--- src/hw/tv_timing_pkg.sv ---
package tv_timing_pkg;
   // ****************************************
   // Register offsets (byte addresses)
   // ****************************************
   localparam logic [11:0] OFF_GLOBAL = 12'h000;
   localparam logic [11:0] OFF_IRQ = 12'h004;
   localparam logic [11:0] OFF_TARGET = 12'h008;
   localparam logic [11:0] OFF_SRC = 12'h040;
   localparam logic [11:0] OFF_INV = 12'h088;
   localparam logic [11:0] OFF_OE = 12'h08c;
   localparam logic [11:0] OFF_CTL = 12'h090;
   localparam logic [11:0] OFF_SRC_SIZE = 12'h094;
   localparam logic [11:0] OFF_SCALED = 12'h098;
   localparam logic [11:0] OFF_OUT_SIZE = 12'h09c;
   localparam logic [11:0] OFF_HTIME = 12'h0a0;
   localparam logic [11:0] OFF_VTIME = 12'h0a4;
   localparam logic [11:0] OFF_SYNCW = 12'h0a8;
   localparam logic [11:0] OFF_DEBUG = 12'h0fc;
   localparam logic [11:0] OFF_CE_CTL = 12'h100;
   localparam logic [11:0] OFF_COEF = 12'h110;
   localparam logic [11:0] OFF_CLAMP = 12'h140;
   localparam logic [11:0] OFF_SAFE = 12'h1f0;
   localparam logic [11:0] OFF_FILL = 12'h300;
   localparam logic [9:0] COEF_COUNT = 10'h00b;
   localparam logic [9:0] CLAMP_COUNT = 10'h003;
   // ****************************************
   // Field positions
   // ****************************************
   localparam int F_HI = 16;
   localparam int B_EN = 31;
   localparam int B_PAD = 1;
   localparam int B_VB_EN = 30;
   localparam int B_LINE_EN = 28;
   localparam int B_VB_FLAG = 14;
   localparam int B_LINE_FLAG = 12;
   localparam int B_BLUE = 1;
   localparam int F_DELAY = 4;
   localparam int F_SYNC = 24;
   localparam int B_UNDER = 30;
   localparam int B_PARITY = 28;
   localparam int B_BYPASS = 13;
   localparam int B_COEF = 8;
   localparam int F_SAFE_LINE = 4;
   // ****************************************
   // Reset values and codes
   // ****************************************
   localparam logic [3:0] OE_N_RESET = 4'hf;
   localparam logic [2:0] SRC_ENGINE = 3'h0;
   localparam logic [2:0] SRC_COLOUR = 3'h1;
   localparam logic [2:0] SRC_GRAY = 3'h2;
   localparam logic [2:0] SRC_BW = 3'h3;
   localparam logic [2:0] SRC_GRID = 3'h7;
   localparam logic [2:0] SAFE_NEVER = 3'h0;
   localparam logic [2:0] SAFE_ALWAYS = 3'h1;
   localparam logic [2:0] SAFE_FIFO = 3'h2;
   localparam logic [2:0] SAFE_SYNC = 3'h3;
   localparam logic [2:0] SAFE_LINE = 3'h4;
   typedef struct packed {
      logic [9:0] r;
      logic [9:0] g;
      logic [9:0] b;
   } pixel_t;
   typedef enum logic [1:0] {T_IDLE, T_DELAY, T_RUN} timing_state_t;
endpackage

--- src/hw/tv_timing_controller.sv ---
`timescale 1ns/10ps
// Functional notes
// - see Pad route bit selects internal or general pads
// - see Vblank flag set each frame, write 0 clears
// - see Line flag set on target line match
// - see Scan line count includes blanking lines
// - see Three-bit code picks engine or test pattern
// - see Five-bit start delay before timing starts
// - see Blue override beats source select
// - see Size fields are value plus one
// - see Line and back porch are value plus one
// - see Frame is half total; back porch plus one
// - see Hsync lasts width plus one clocks
// - see Vsync lasts width plus one lines
// - see Active-low sync enables, reset disabled
// - see Ten-bit min and max per channel
// - see Safe period by three-bit mode
// - see Global disable returns timing to idle
// - see Enhanced channel is weighted input sum
// - see Enhanced result clamped to range
module tv_timing_controller (
   input wire logic core_clk_i,
   input wire logic reset_i,
   input wire logic clk_en_i,
   input wire logic wb_cyc_i,
   input wire logic wb_stb_i,
   input wire logic wb_we_i,
   input wire logic [11:0] wb_adr_i,
   input wire logic [3:0] wb_sel_i,
   input wire logic [31:0] wb_dat_i,
   output logic [31:0] wb_dat_o,
   output logic wb_ack_o,
   input wire tv_timing_pkg::pixel_t de_pixel_i,
   input wire logic fifo_underflow_i,
   input wire logic [12:0] line_buf_level_i,
   output tv_timing_pkg::pixel_t pixel_o,
   output logic [3:0] sync_o,
   output logic [3:0] sync_oe_o,
   output logic irq_o,
   output logic safe_o,
   output logic consumer_link_pad_route_o,
   output logic line_buf_bypass_o
);
   import tv_timing_pkg::*;

   // ****************************************
   // Register state
   // ****************************************
   logic ack_q, g_en_q, pad_q, vb_en_q, line_en_q, vb_flag_q, line_flag_q;
   logic [11:0] target_q;
   logic [2:0] src_q;
   logic [3:0] inv_q, oe_n_q;
   logic c_en_q, blue_q, under_q, bypass_q, ce_en_q, fill_en_q;
   logic [4:0] delay_q;
   logic [11:0] src_w_q, src_h_q, sc_w_q, sc_h_q, out_w_q, out_h_q;
   logic [12:0] ht_q, vt_q, safe_num_q;
   logic [11:0] hbp_q, vbp_q, safe_line_q;
   logic [9:0] hspw_q, vspw_q;
   logic [10:0] coef_q;
   logic [2:0][9:0] cmin_q, cmax_q;
   logic [2:0] safe_mode_q;
   logic parity_q;
   timing_state_t state_q;
   logic [12:0] h_cnt_q;
   logic [11:0] v_cnt_q;
   logic [4:0] dly_cnt_q;
   logic [31:0] rdata, wword;
   logic req, wr;
   logic [9:0] widx, cidx, kidx;

   assign req = wb_cyc_i & wb_stb_i & ~ack_q & clk_en_i;
   assign wr = req & wb_we_i;
   assign widx = wb_adr_i[11:2];
   assign cidx = widx - OFF_COEF[11:2];
   assign kidx = widx - OFF_CLAMP[11:2];

   // ****************************************
   // Wishbone read mux
   // ****************************************
   always_comb
   begin
      rdata = 32'h0;
      unique case (wb_adr_i & 12'hffc)
         OFF_GLOBAL: rdata = {g_en_q, 29'h0, pad_q, 1'b0};
         OFF_IRQ:
         begin
            rdata[B_VB_EN] = vb_en_q;
            rdata[B_LINE_EN] = line_en_q;
            rdata[B_VB_FLAG] = vb_flag_q;
            rdata[B_LINE_FLAG] = line_flag_q;
         end
         OFF_TARGET: rdata[11:0] = target_q;
         OFF_SRC: rdata[2:0] = src_q;
         OFF_INV: rdata[F_SYNC+:4] = inv_q;
         OFF_OE: rdata[F_SYNC+:4] = oe_n_q;
         OFF_CTL:
         begin
            rdata[B_EN] = c_en_q;
            rdata[F_DELAY+:5] = delay_q;
            rdata[B_BLUE] = blue_q;
         end
         OFF_SRC_SIZE: rdata = {4'h0, src_w_q, 4'h0, src_h_q};
         OFF_SCALED: rdata = {4'h0, sc_w_q, 4'h0, sc_h_q};
         OFF_OUT_SIZE: rdata = {4'h0, out_w_q, 4'h0, out_h_q};
         OFF_HTIME: rdata = {3'h0, ht_q, 4'h0, hbp_q};
         OFF_VTIME: rdata = {3'h0, vt_q, 4'h0, vbp_q};
         OFF_SYNCW: rdata = {6'h0, hspw_q, 6'h0, vspw_q};
         OFF_DEBUG:
         begin
            rdata[B_UNDER] = under_q;
            rdata[B_PARITY] = parity_q;
            rdata[B_BYPASS] = bypass_q;
            rdata[11:0] = v_cnt_q;
         end
         OFF_CE_CTL: rdata[B_EN] = ce_en_q;
         OFF_SAFE:
         begin
            rdata[F_HI+:13] = safe_num_q;
            rdata[F_SAFE_LINE+:12] = safe_line_q;
            rdata[2:0] = safe_mode_q;
         end
         OFF_FILL: rdata[B_EN] = fill_en_q;
         default:
         begin
            if (cidx < COEF_COUNT)
               rdata[B_COEF] = coef_q[cidx[3:0]];
            else if (kidx < CLAMP_COUNT)
               rdata = {6'h0, cmin_q[kidx[1:0]], 6'h0, cmax_q[kidx[1:0]]};
         end
      endcase
   end

   // Unselected byte lanes keep their present contents
   always_comb
   begin
      for (int i = 0; i < 4; i++)
         wword[i*8+:8] = wb_sel_i[i] ? wb_dat_i[i*8+:8] : rdata[i*8+:8];
   end

   // ****************************************
   // Bus answer: one cycle after request
   // ****************************************
   always_ff @(posedge core_clk_i)
   begin
      if (reset_i)
      begin
         ack_q <= 1'b0;
         wb_dat_o <= 32'h0;
      end
      else if (clk_en_i)
      begin
         ack_q <= req;
         if (req)
            wb_dat_o <= rdata;
      end
   end
   assign wb_ack_o = ack_q;

   // ****************************************
   // Control registers
   // ****************************************
   always_ff @(posedge core_clk_i)
   begin
      if (reset_i)
      begin
         g_en_q <= 1'b0;
         pad_q <= 1'b0;
         vb_en_q <= 1'b0;
         line_en_q <= 1'b0;
         target_q <= 12'h0;
         src_q <= SRC_ENGINE;
         inv_q <= 4'h0;
         oe_n_q <= OE_N_RESET;
         c_en_q <= 1'b0;
         delay_q <= 5'h0;
         blue_q <= 1'b0;
         bypass_q <= 1'b0;
         ce_en_q <= 1'b0;
         fill_en_q <= 1'b0;
      end
      else if (wr)
      begin
         unique case (wb_adr_i & 12'hffc)
            OFF_GLOBAL:
            begin
               g_en_q <= wword[B_EN];
               pad_q <= wword[B_PAD];
            end
            OFF_IRQ:
            begin
               vb_en_q <= wword[B_VB_EN];
               line_en_q <= wword[B_LINE_EN];
            end
            OFF_TARGET:
            begin
               if (!line_en_q)
                  target_q <= wword[11:0];
            end
            OFF_SRC: src_q <= wword[2:0];
            OFF_INV: inv_q <= wword[F_SYNC+:4];
            OFF_OE: oe_n_q <= wword[F_SYNC+:4];
            OFF_CTL:
            begin
               c_en_q <= wword[B_EN];
               delay_q <= wword[F_DELAY+:5];
               blue_q <= wword[B_BLUE];
            end
            OFF_DEBUG: bypass_q <= wword[B_BYPASS];
            OFF_CE_CTL: ce_en_q <= wword[B_EN];
            OFF_FILL: fill_en_q <= wword[B_EN];
            default:
            begin
            end
         endcase
      end
   end

   // Timing and size fields stored as value minus one, except vertical total (frame is half of it) and the safe fields
   always_ff @(posedge core_clk_i)
   begin
      if (reset_i)
      begin
         {src_w_q, src_h_q, sc_w_q, sc_h_q, out_w_q, out_h_q} <= '0;
         {ht_q, hbp_q, vt_q, vbp_q, hspw_q, vspw_q} <= '0;
         {safe_num_q, safe_line_q, safe_mode_q} <= '0;
      end
      else if (wr)
      begin
         unique case (wb_adr_i & 12'hffc)
            OFF_SRC_SIZE: {src_w_q, src_h_q} <= {wword[F_HI+:12], wword[11:0]};
            OFF_SCALED: {sc_w_q, sc_h_q} <= {wword[F_HI+:12], wword[11:0]};
            OFF_OUT_SIZE: {out_w_q, out_h_q} <= {wword[F_HI+:12], wword[11:0]};
            OFF_HTIME: {ht_q, hbp_q} <= {wword[F_HI+:13], wword[11:0]};
            OFF_VTIME: {vt_q, vbp_q} <= {wword[F_HI+:13], wword[11:0]};
            OFF_SYNCW: {hspw_q, vspw_q} <= {wword[F_HI+:10], wword[9:0]};
            OFF_SAFE:
            begin
               safe_num_q <= wword[F_HI+:13];
               safe_line_q <= wword[F_SAFE_LINE+:12];
               safe_mode_q <= wword[2:0];
            end
            default:
            begin
            end
         endcase
      end
   end

   // Matrix coefficients and clamp limits, one generate per entry
   for (genvar n = 0; n < 11; n++)
   begin : g_coef
      always_ff @(posedge core_clk_i)
      begin
         if (reset_i)
            coef_q[n] <= 1'b0;
         else if (wr && cidx == 10'(n))
            coef_q[n] <= wword[B_COEF];
      end
   end
   for (genvar k = 0; k < 3; k++)
   begin : g_clamp
      always_ff @(posedge core_clk_i)
      begin
         if (reset_i)
         begin
            cmin_q[k] <= 10'h0;
            cmax_q[k] <= 10'h0;
         end
         else if (wr && kidx == 10'(k))
         begin
            cmin_q[k] <= wword[F_HI+:10];
            cmax_q[k] <= wword[9:0];
         end
      end
   end

   // ****************************************
   // Scan timing
   // ****************************************
   logic run, h_end, v_end, h_act, v_act, hs_raw, vs_raw, line_hit, vb_hit;
   logic [11:0] h_pix, v_pix;
   logic [11:0] frame_lines;
   assign run = state_q == T_RUN;
   assign frame_lines = vt_q[12:1];
   assign h_end = h_cnt_q >= ht_q;
   assign v_end = v_cnt_q + 12'h1 >= frame_lines;
   // Active window starts after back porch, lasts size plus one
   assign h_act = {1'b0, h_cnt_q} > {2'b0, hbp_q}
      && {1'b0, h_cnt_q} < 14'({2'b0, hbp_q} + {2'b0, out_w_q} + 14'h2);
   assign v_act = {1'b0, v_cnt_q} > {1'b0, vbp_q}
      && {1'b0, v_cnt_q} < 13'({1'b0, vbp_q} + {1'b0, out_h_q} + 13'h2);
   assign hs_raw = run && h_cnt_q <= {3'h0, hspw_q};
   assign vs_raw = run && v_cnt_q <= {2'h0, vspw_q};
   assign h_pix = 12'(h_cnt_q - {1'b0, hbp_q} - 13'h1);
   assign v_pix = v_cnt_q - vbp_q - 12'h1;
   assign line_hit = run && h_cnt_q == 13'h0 && v_cnt_q == target_q;
   assign vb_hit = run && h_cnt_q == 13'h0 && v_cnt_q == 12'h0;

   always_ff @(posedge core_clk_i)
   begin
      if (reset_i)
      begin
         state_q <= T_IDLE;
         dly_cnt_q <= 5'h0;
         h_cnt_q <= 13'h0;
         v_cnt_q <= 12'h0;
         parity_q <= 1'b0;
      end
      else if (clk_en_i)
      begin
         if (!(g_en_q && c_en_q))
         begin
            state_q <= T_IDLE;
            h_cnt_q <= 13'h0;
            v_cnt_q <= 12'h0;
            parity_q <= 1'b0;
         end
         else
         begin
            unique case (state_q)
               T_IDLE:
               begin
                  dly_cnt_q <= 5'h0;
                  state_q <= T_DELAY;
               end
               T_DELAY:
               begin
                  dly_cnt_q <= dly_cnt_q + 5'h1;
                  if (dly_cnt_q >= delay_q)
                     state_q <= T_RUN;
               end
               T_RUN:
               begin
                  h_cnt_q <= h_end ? 13'h0 : h_cnt_q + 13'h1;
                  if (h_end)
                  begin
                     v_cnt_q <= v_end ? 12'h0 : v_cnt_q + 12'h1;
                     if (v_end)
                        parity_q <= ~parity_q;
                  end
               end
            endcase
         end
      end
   end

   // ****************************************
   // Flags: hardware set wins over clear
   // ****************************************
   always_ff @(posedge core_clk_i)
   begin
      if (reset_i)
      begin
         vb_flag_q <= 1'b0;
         line_flag_q <= 1'b0;
         under_q <= 1'b0;
      end
      else if (clk_en_i)
      begin
         if (vb_hit)
            vb_flag_q <= 1'b1;
         else if (wr && wb_adr_i[11:2] == OFF_IRQ[11:2] && !wword[B_VB_FLAG])
            vb_flag_q <= 1'b0;
         if (line_hit)
            line_flag_q <= 1'b1;
         else if (wr && wb_adr_i[11:2] == OFF_IRQ[11:2] && !wword[B_LINE_FLAG])
            line_flag_q <= 1'b0;
         if (fifo_underflow_i)
            under_q <= 1'b1;
         else if (wr && wb_adr_i[11:2] == OFF_DEBUG[11:2] && !wword[B_UNDER])
            under_q <= 1'b0;
      end
   end

   // ****************************************
   // Pixel source, stage one
   // ****************************************
   pixel_t src_pix, s1_pix_q;
   logic [3:0] s1_sync_q;
   logic [2:0] bar;
   assign bar = h_pix[8:6];
   always_comb
   begin
      src_pix = '0;
      unique case (src_q)
         SRC_ENGINE: src_pix = de_pixel_i;
         SRC_COLOUR: src_pix = {{10{bar[2]}}, {10{bar[1]}}, {10{bar[0]}}};
         SRC_GRAY: src_pix = {3{h_pix[9:0]}};
         SRC_BW: src_pix = {30{h_pix[5] ^ v_pix[5]}};
         SRC_GRID: src_pix = {30{h_pix[3:0] == 4'h0 || v_pix[3:0] == 4'h0}};
         default: src_pix = '0;
      endcase
      if (blue_q)
         src_pix = {20'h0, 10'h3ff};
      if (!(run && h_act && v_act))
         src_pix = '0;
   end

   always_ff @(posedge core_clk_i)
   begin
      if (reset_i)
      begin
         s1_pix_q <= '0;
         s1_sync_q <= 4'h0;
      end
      else if (clk_en_i)
      begin
         s1_pix_q <= src_pix;
         s1_sync_q <= {run && !v_act, run && h_act && v_act, vs_raw, hs_raw};
      end
   end

   // ****************************************
   // Colour matrix and clamp, stage two
   // ****************************************
   // Index 2 is red, 1 green, 0 blue; coefficients 0/1 need no multiplier
   logic [2:0][9:0] in_ch, out_ch;
   assign in_ch = s1_pix_q;
   for (genvar k = 0; k < 3; k++)
   begin : g_ceu
      localparam int BASE = (2 - k) * 4;
      logic [11:0] sum;
      assign sum = (coef_q[BASE] ? {2'h0, in_ch[2]} : 12'h0)
         + (coef_q[BASE+1] ? {2'h0, in_ch[1]} : 12'h0)
         + (coef_q[BASE+2] ? {2'h0, in_ch[0]} : 12'h0);
      always_comb
      begin
         if (!ce_en_q)
            out_ch[k] = in_ch[k];
         else if (sum < {2'h0, cmin_q[2-k]})
            out_ch[k] = cmin_q[2-k];
         else if (sum > {2'h0, cmax_q[2-k]})
            out_ch[k] = cmax_q[2-k];
         else
            out_ch[k] = sum[9:0];
      end
   end

   // ****************************************
   // Output flops
   // ****************************************
   logic safe_d;
   always_comb
   begin
      unique case (safe_mode_q)
         SAFE_NEVER: safe_d = 1'b0;
         SAFE_ALWAYS: safe_d = 1'b1;
         SAFE_FIFO: safe_d = line_buf_level_i > safe_num_q;
         SAFE_SYNC: safe_d = hs_raw || vs_raw;
         SAFE_LINE: safe_d = run && v_cnt_q == safe_line_q;
         default: safe_d = 1'b0;
      endcase
   end

   always_ff @(posedge core_clk_i)
   begin
      if (reset_i)
      begin
         pixel_o <= '0;
         sync_o <= 4'h0;
         sync_oe_o <= 4'h0;
         irq_o <= 1'b0;
         safe_o <= 1'b0;
         consumer_link_pad_route_o <= 1'b0;
         line_buf_bypass_o <= 1'b0;
      end
      else if (clk_en_i)
      begin
         pixel_o <= out_ch;
         sync_o <= s1_sync_q ^ inv_q;
         sync_oe_o <= ~oe_n_q;
         irq_o <= (vb_flag_q && vb_en_q) || (line_flag_q && line_en_q);
         safe_o <= safe_d;
         consumer_link_pad_route_o <= pad_q;
         line_buf_bypass_o <= bypass_q;
      end
   end
endmodule

--- config.mk ---
export PLATFORM = sky130hd
export DESIGN_NAME = tv_timing_controller
export DESIGN_NICKNAME = d
export VERILOG_FILES = /design/src/hw/tv_timing_pkg.sv /design/src/hw/tv_timing_controller.sv
export SDC_FILE = /design/constraint.sdc
export NUM_CORES = 2
export LEC_CHECK = 0
export BUFFER_PORTS_ARGS = -buffer_cell sky130_fd_sc_hd__clkbuf_2
export CORE_MARGIN = 3
export CORE_UTILIZATION = 45
export DETAILED_ROUTE_END_ITERATION = 7
export HOLD_SLACK_MARGIN = 0.06
export PLACE_DENSITY = 0.7
export SLEW_MARGIN = 20
export SYNTH_ARGS = -nofsm -noshare
export SYNTH_HDL_FRONTEND = slang
export SYNTH_SLANG_ARGS = --single-unit
--- constraint.sdc ---
create_clock -name core_clk_i -period 6.2 [get_ports core_clk_i]
set_input_delay 0.93 -clock core_clk_i [delete_from_list [all_inputs] [get_ports core_clk_i]]
set_output_delay 0.93 -clock core_clk_i [all_outputs]
set_load 0.02 [all_outputs]
Word-level counts from Yosys, hierarchy flattened

Index checks and enable logic that the tools add are counted.

Logic and storage cells: 328
Flip-flop bits (word level): 423

Bitwise gates (word level): 10
Equal/unequal tests: 45
Magnitude comparators: 20
Add/sub/neg operators: 19
Mux-type cells: 73
Reduce and logical (&&, ||, !) cells: 92

Operators by type and width:

| kind                                                                    | count |
|---|---|
| 10-bit 2-to-1 mux                                                       | 20 |
| 30-bit one-hot mux with 5 select lines                                  | 1 |
| 10-bit by 6-bit equality test with 1-bit output (second input constant) | 10 |
| 9-bit one-hot mux with 8 select lines                                   | 1 |
| 30-bit 2-to-1 mux                                                       | 2 |
| 5-bit one-hot mux with 11 select lines                                  | 1 |
| 12-bit 2-to-1 mux                                                       | 4 |
| 15-bit OR reduction                                                     | 3 |
| 2-bit AND reduction                                                     | 21 |
| 10-bit binary-select mux with 2-bit select                              | 2 |
| 10-bit by 2-bit equality test with 1-bit output (second input constant) | 4 |
| 10-bit by 3-bit equality test with 1-bit output (second input constant) | 4 |
| 8-bit 2-to-1 mux                                                        | 5 |
| 4-bit one-hot mux with 10 select lines                                  | 1 |
| 13-bit 2-to-1 mux                                                       | 3 |
| 11-bit by 10-bit adder with 12-bit output                               | 3 |
| 12-bit by 10-bit > comparator with 1-bit output                         | 3 |
| 12-bit by 10-bit < comparator with 1-bit output                         | 3 |
| 10-bit by 10-bit adder with 11-bit output                               | 3 |
| 1-bit logical AND                                                       | 33 |
| 32-bit 2-to-1 mux                                                       | 1 |
| 10-bit by 1-bit equality test with 1-bit output (second input constant) | 3 |
| 10-bit by 4-bit equality test with 1-bit output (second input constant) | 3 |
| 3-bit one-hot mux with 10 select lines                                  | 1 |
| other kinds (75)                                                        | 124 |

Depth between registers and ports, before layout

Depth in word-level cells: 12
Depth in mapped cells: 24
Gate-level depth less buffers: 22

Worst setup path after synthesis

No wires, ideal clock.

Path kind: reg-to-reg
Start: register coef_q[1]
End: register pixel_o[21] in the netlist's numbering
Cell stages (with the launch flop): 19
Arrival: 4383 ps
Setup slack: 1732 ps
Buffers on the path: 1
Setup time: 86 ps
Cell sequence: dfxtp_1 > clkbuf_1 > and2_1 > fa_1 > ha_1 > fa_1 > a211oi_1 > o21ai_0 > a211oi_1 > a21oi_1 > ha_1 > a211o_1 > or3_1 > o21ai_0 > nor2_1 > a21oi_1 > o22a_1 > o211ai_1 > a211oi_1

Longest elaborated chain between the ends: 7
Elaborated cells between the ends (all ways): 8
Those cells by class: add/sub (2); order compare (2); mux (4)

RTL lines:

| item                                            | RTL line                    | RTL |
|---|---|---|
| from (decl)                                     | tv_timing_controller.sv:59  | `logic [10:0] coef_q;` |
| from (signal, indexed assignment)               | tv_timing_controller.sv:257 | `coef_q[n] <= wword[B_COEF];` |
| 10-bit 2-to-1 mux *                             | tv_timing_controller.sv:424 | `+ (coef_q[BASE+1] ? {2'h0, in_ch[1]} : 12'h0)` |
| 10-bit by 10-bit adder with 11-bit output *     | tv_timing_controller.sv:424 |  |
| 11-bit by 10-bit adder with 12-bit output *     | tv_timing_controller.sv:425 | `+ (coef_q[BASE+2] ? {2'h0, in_ch[0]} : 12'h0);` |
| 12-bit by 10-bit > comparator with 1-bit output | tv_timing_controller.sv:432 | `else if (sum > {2'h0, cmax_q[2-k]})` |
| 10-bit 2-to-1 mux                               | tv_timing_controller.sv:432 |  |
| 10-bit 2-to-1 mux *                             | tv_timing_controller.sv:430 | `else if (sum < {2'h0, cmin_q[2-k]})` |
| 10-bit 2-to-1 mux *                             | tv_timing_controller.sv:428 | `if (!ce_en_q)` |
| to (signal assigned)                            | tv_timing_controller.sv:469 | `pixel_o <= out_ch;` |
| to (decl)                                       | tv_timing_controller.sv:36  | `output tv_timing_pkg::pixel_t pixel_o,` |

Mark *: on every way between the ends. The rest lies on a longest branch, timed or not.
A chain may end at the register's enable or synchronous reset.

Worst setup path in the final report

Start: register coef_q[9]
End: register pixel_o[9] in the netlist's numbering

Same word-level chain as after synthesis.

==> qor.yml <==
critical_path:
  cpLargestDelayFamily: "compound AO/OA/AOI/OAI gates"
  path_cells: "and2_1 > fa_1 > ha_1 > fa_1 > a21o_1 > a2bb2oi_1 > nand2b_1 > xor2_1 > ha_1 > o21a_1 > o21a_1 > o21ai_0 > a21oi_1 > o21ai_1 > o22a_1 > o221ai_1 > a211oi_1"
  regToRegEndpoint: "pixel_o[9]"
  critPathRequiredTime_ns: 6.67
  path_buf_inv: 0
  critPathMaxStageDelay_ns: 0.65
  r2r_slack_ns: 0.89
  arrival_ns: 5.78
  critPathKind: "reg2reg"
  start_kind: "register"
  crit_fanout: 12
  path_depth: 17
  crit_slowest_cell: "a21oi_1"
  crit_path_end_kind: "register"
  r2r_start: "coef_q[9]"
  rr_worst_depth: 17
global_route:
  antenna_found_initial: 4
  globalRoute.totalOverflow: 0
  grt_pass1_wl_um: 160000
  grt_pass1_vias: 26000
  grt_max_degree: 142
  track_usage: 0.314
yosys:
  synth_edf_count: 0
  yosysSeqAreaShare: 0.301
  synth_top_area_cell: "dfxtp_1"
  synth.avg_cell_area_um2: 8.08
  synth.most_common_cell: "dfxtp_1"
  synthFlopType: "dfxtp_1"
  synthesis.area_mm2: 0.0281
  synthArstFlopShare: 0
  syn-num-nets: 3864
  synth_seq_cells: 422
  synth.area.top_cells: "dfxtp_1 (30%), ha_1 (11%), nand2_1 (4.5%)"
  synthTopCellsByCount: "dfxtp_1 (422), nand2_1 (339), nor2_1 (337)"
  yosysWarningCount: 0
  ys_types: 103
  syn_inst: 3477
  yosysTopAreaCellShare: 0.301
layout:
  final_layout_size_suffix_gt1_frac: 0.107
  fin_util: 0.507
  area_growth_pct: 10.1
  fin_nets: 3907
cts:
  cts.clk_slew.worst_paths_ns: 0.07
  ctsHtreeMaxLevel: 2
  postCtsResizedCells: 0
  cts_hold_buf: 0
  numCtsBuffers: 47
  clock_sinks: 422
  post_cts_buffers: 0
  clockBufferDepth: 3
  cts_tree: "built"
  cts_root_buf: "clkbuf_16"
  clock_latency_ns: 0.62
sta:
  setup_viol: 0
  grt_setup_unrepaired: "false"
  worstMarginPinSlew_ns: 1.10
  min_period_ns: 5.31
  period_share: 0.856
  drv_slew: 0
  fin_tns_setup_ns: 0
  slew_headroom: 0.263
  holdWs_ns: 0.458
  hold_viol_final: 0
  skew_ns: 0.0294
  finalWorstSetupSlack_ns: 0.891
  fmax_mhz: 188
detailed_routing:
  drcViolationCount: 6
  drt_wl_total_um: 107000
  drt-initial-drc-count: 3729
  drt-wirelength-per-cell_um: 24.3
  drtAntennaViolNets: 0
  dr.pass1.iters: 8
  viasPerCell: 6.33
  num_vias: 27800
die:
  rows: 90
  pin_count: 173
  core-area_mm2: 0.0610
  die_w_um: 256
  fp.dieH_um: 256
  dieArea_mm2: 0.0655
  start_util: 0.460
placement:
  io_buffers: 168
  hpwlAfterDp_um: 78800
  place_congestion: 0.973
  preCtsSetupSlack_ns: 1.06
run:
  max_cap_violations: 0
worst_hold_path:
  hp-class: "reg2reg"
  worst_hold_path.endpoint: "sc_h_q[11]"
  whs_path_depth: 2
  hold_start: "sc_h_q[11]"
pwr:
  power_leakage_nw: 12.2
  ir_worst_vdd_uv: 194
  powerDensity_mw_per_mm2: 194
  power.total_w: 0.00601
status:
  run_status: "complete, but fails checks"
  violations: "DRC"
## how the worst max path moves through the flow
stage / from / endpoint
2_1_floorplan: coef_q[1] / pixel_o[21]
3_3_place_gp: coef_q[1] / pixel_o[27]
3_5_place_dp: coef_q[9] / pixel_o[0]
4_1_cts: coef_q[9] / pixel_o[0]
5_1_grt: coef_q[8] / pixel_o[0]
6_report: coef_q[9] / pixel_o[9]
## state kept, by name, indices dropped and copies added (netlist names), 13 cells and up
register	flops
safe_num_q	13
ht_q	13
cmax_q	30
in_ch	30
h_cnt_q	13
vt_q	13
cmin_q	30
pixel_o	30
wb_dat_o	31
## report_power, final
group	total, W	switching, W	leakage, nW	internal, W
registers	0.00275	0.0000159	3.41	0.00273
logic	0.000396	0.000286	8.09	0.000110
clock network	0.00287	0.00126	0.734	0.00161
## worst register-to-register path, delay by kind of cell (launching register included)
family / cells / cell delay [ns]
flops: 1 / 0.62
xor+xnor: 1 / 0.32
compound gates: 10 / 2.56
fa+ha+maj: 4 / 1.35
simple gates: 2 / 0.33
## logic make-up (layout without fill, tap and decap cells)
logic type,Yosys count,after routing,synth area share
other,1,4,0.000133
AO/OA/AOI/OAI,959,959,0.236
AND/OR/NAND/NOR,1151,1151,0.192
multiplexers,88,88,0.0327
XOR/XNOR,97,97,0.0302
buffers and inverters,470,547,0.0693
adder cells (fa/ha/maj),289,289,0.139
flip-flops,422,422,0.301
## routing by layer
metal,share of wire,wire length (um),GRT usage
met1,0.39,41700,0.408
met2,0.42,45000,0.471
met3,0.12,12400,0.0724
met4,0.072,7690,0.196
met5,0.000084,9,0
## cells in the final DEF, fill, tap and decap left out, types with 40 or more instances in the layout
cell type  instances
nand3_1          177
a22oi_1           44
clkbuf_2         166
a21o_1            44
a211oi_1          74
xnor2_1           42
ha_1             252
inv_1            236
a21oi_1          170
buf_4             56
a2111oi_0         40
xor2_1            55
clkbuf_16         48
o21ai_0          211
nand2_1          339
nor2_1           337
nor3_1            45
a221oi_1          69
mux2i_1           77
dfxtp_1          422
## cell type report
| type | count | area, um2 |
|---|---|---|
| fill | 5933 | 30100 |
| multi-input combinational | 2585 | 17700 |
| sequential | 422 | 8450 |
| clock buffer | 66 | 1310 |
| timing repair buffer | 224 | 1280 |
| tap | 828 | 1040 |
| inverter | 240 | 903 |
| clock inverter | 17 | 221 |
| antenna | 3 | 7.51 |
## through the flow
stage | cells | area, um2
2_1_floorplan | 3477 | 28100
3_3_place_gp | 4299 | 29400
3_5_place_dp | 4299 | 29400
4_1_cts | 4382 | 30900
5_1_grt | 4385 | 30900
6_report | 4385 | 30900
(Power assumes the default switching activity.)
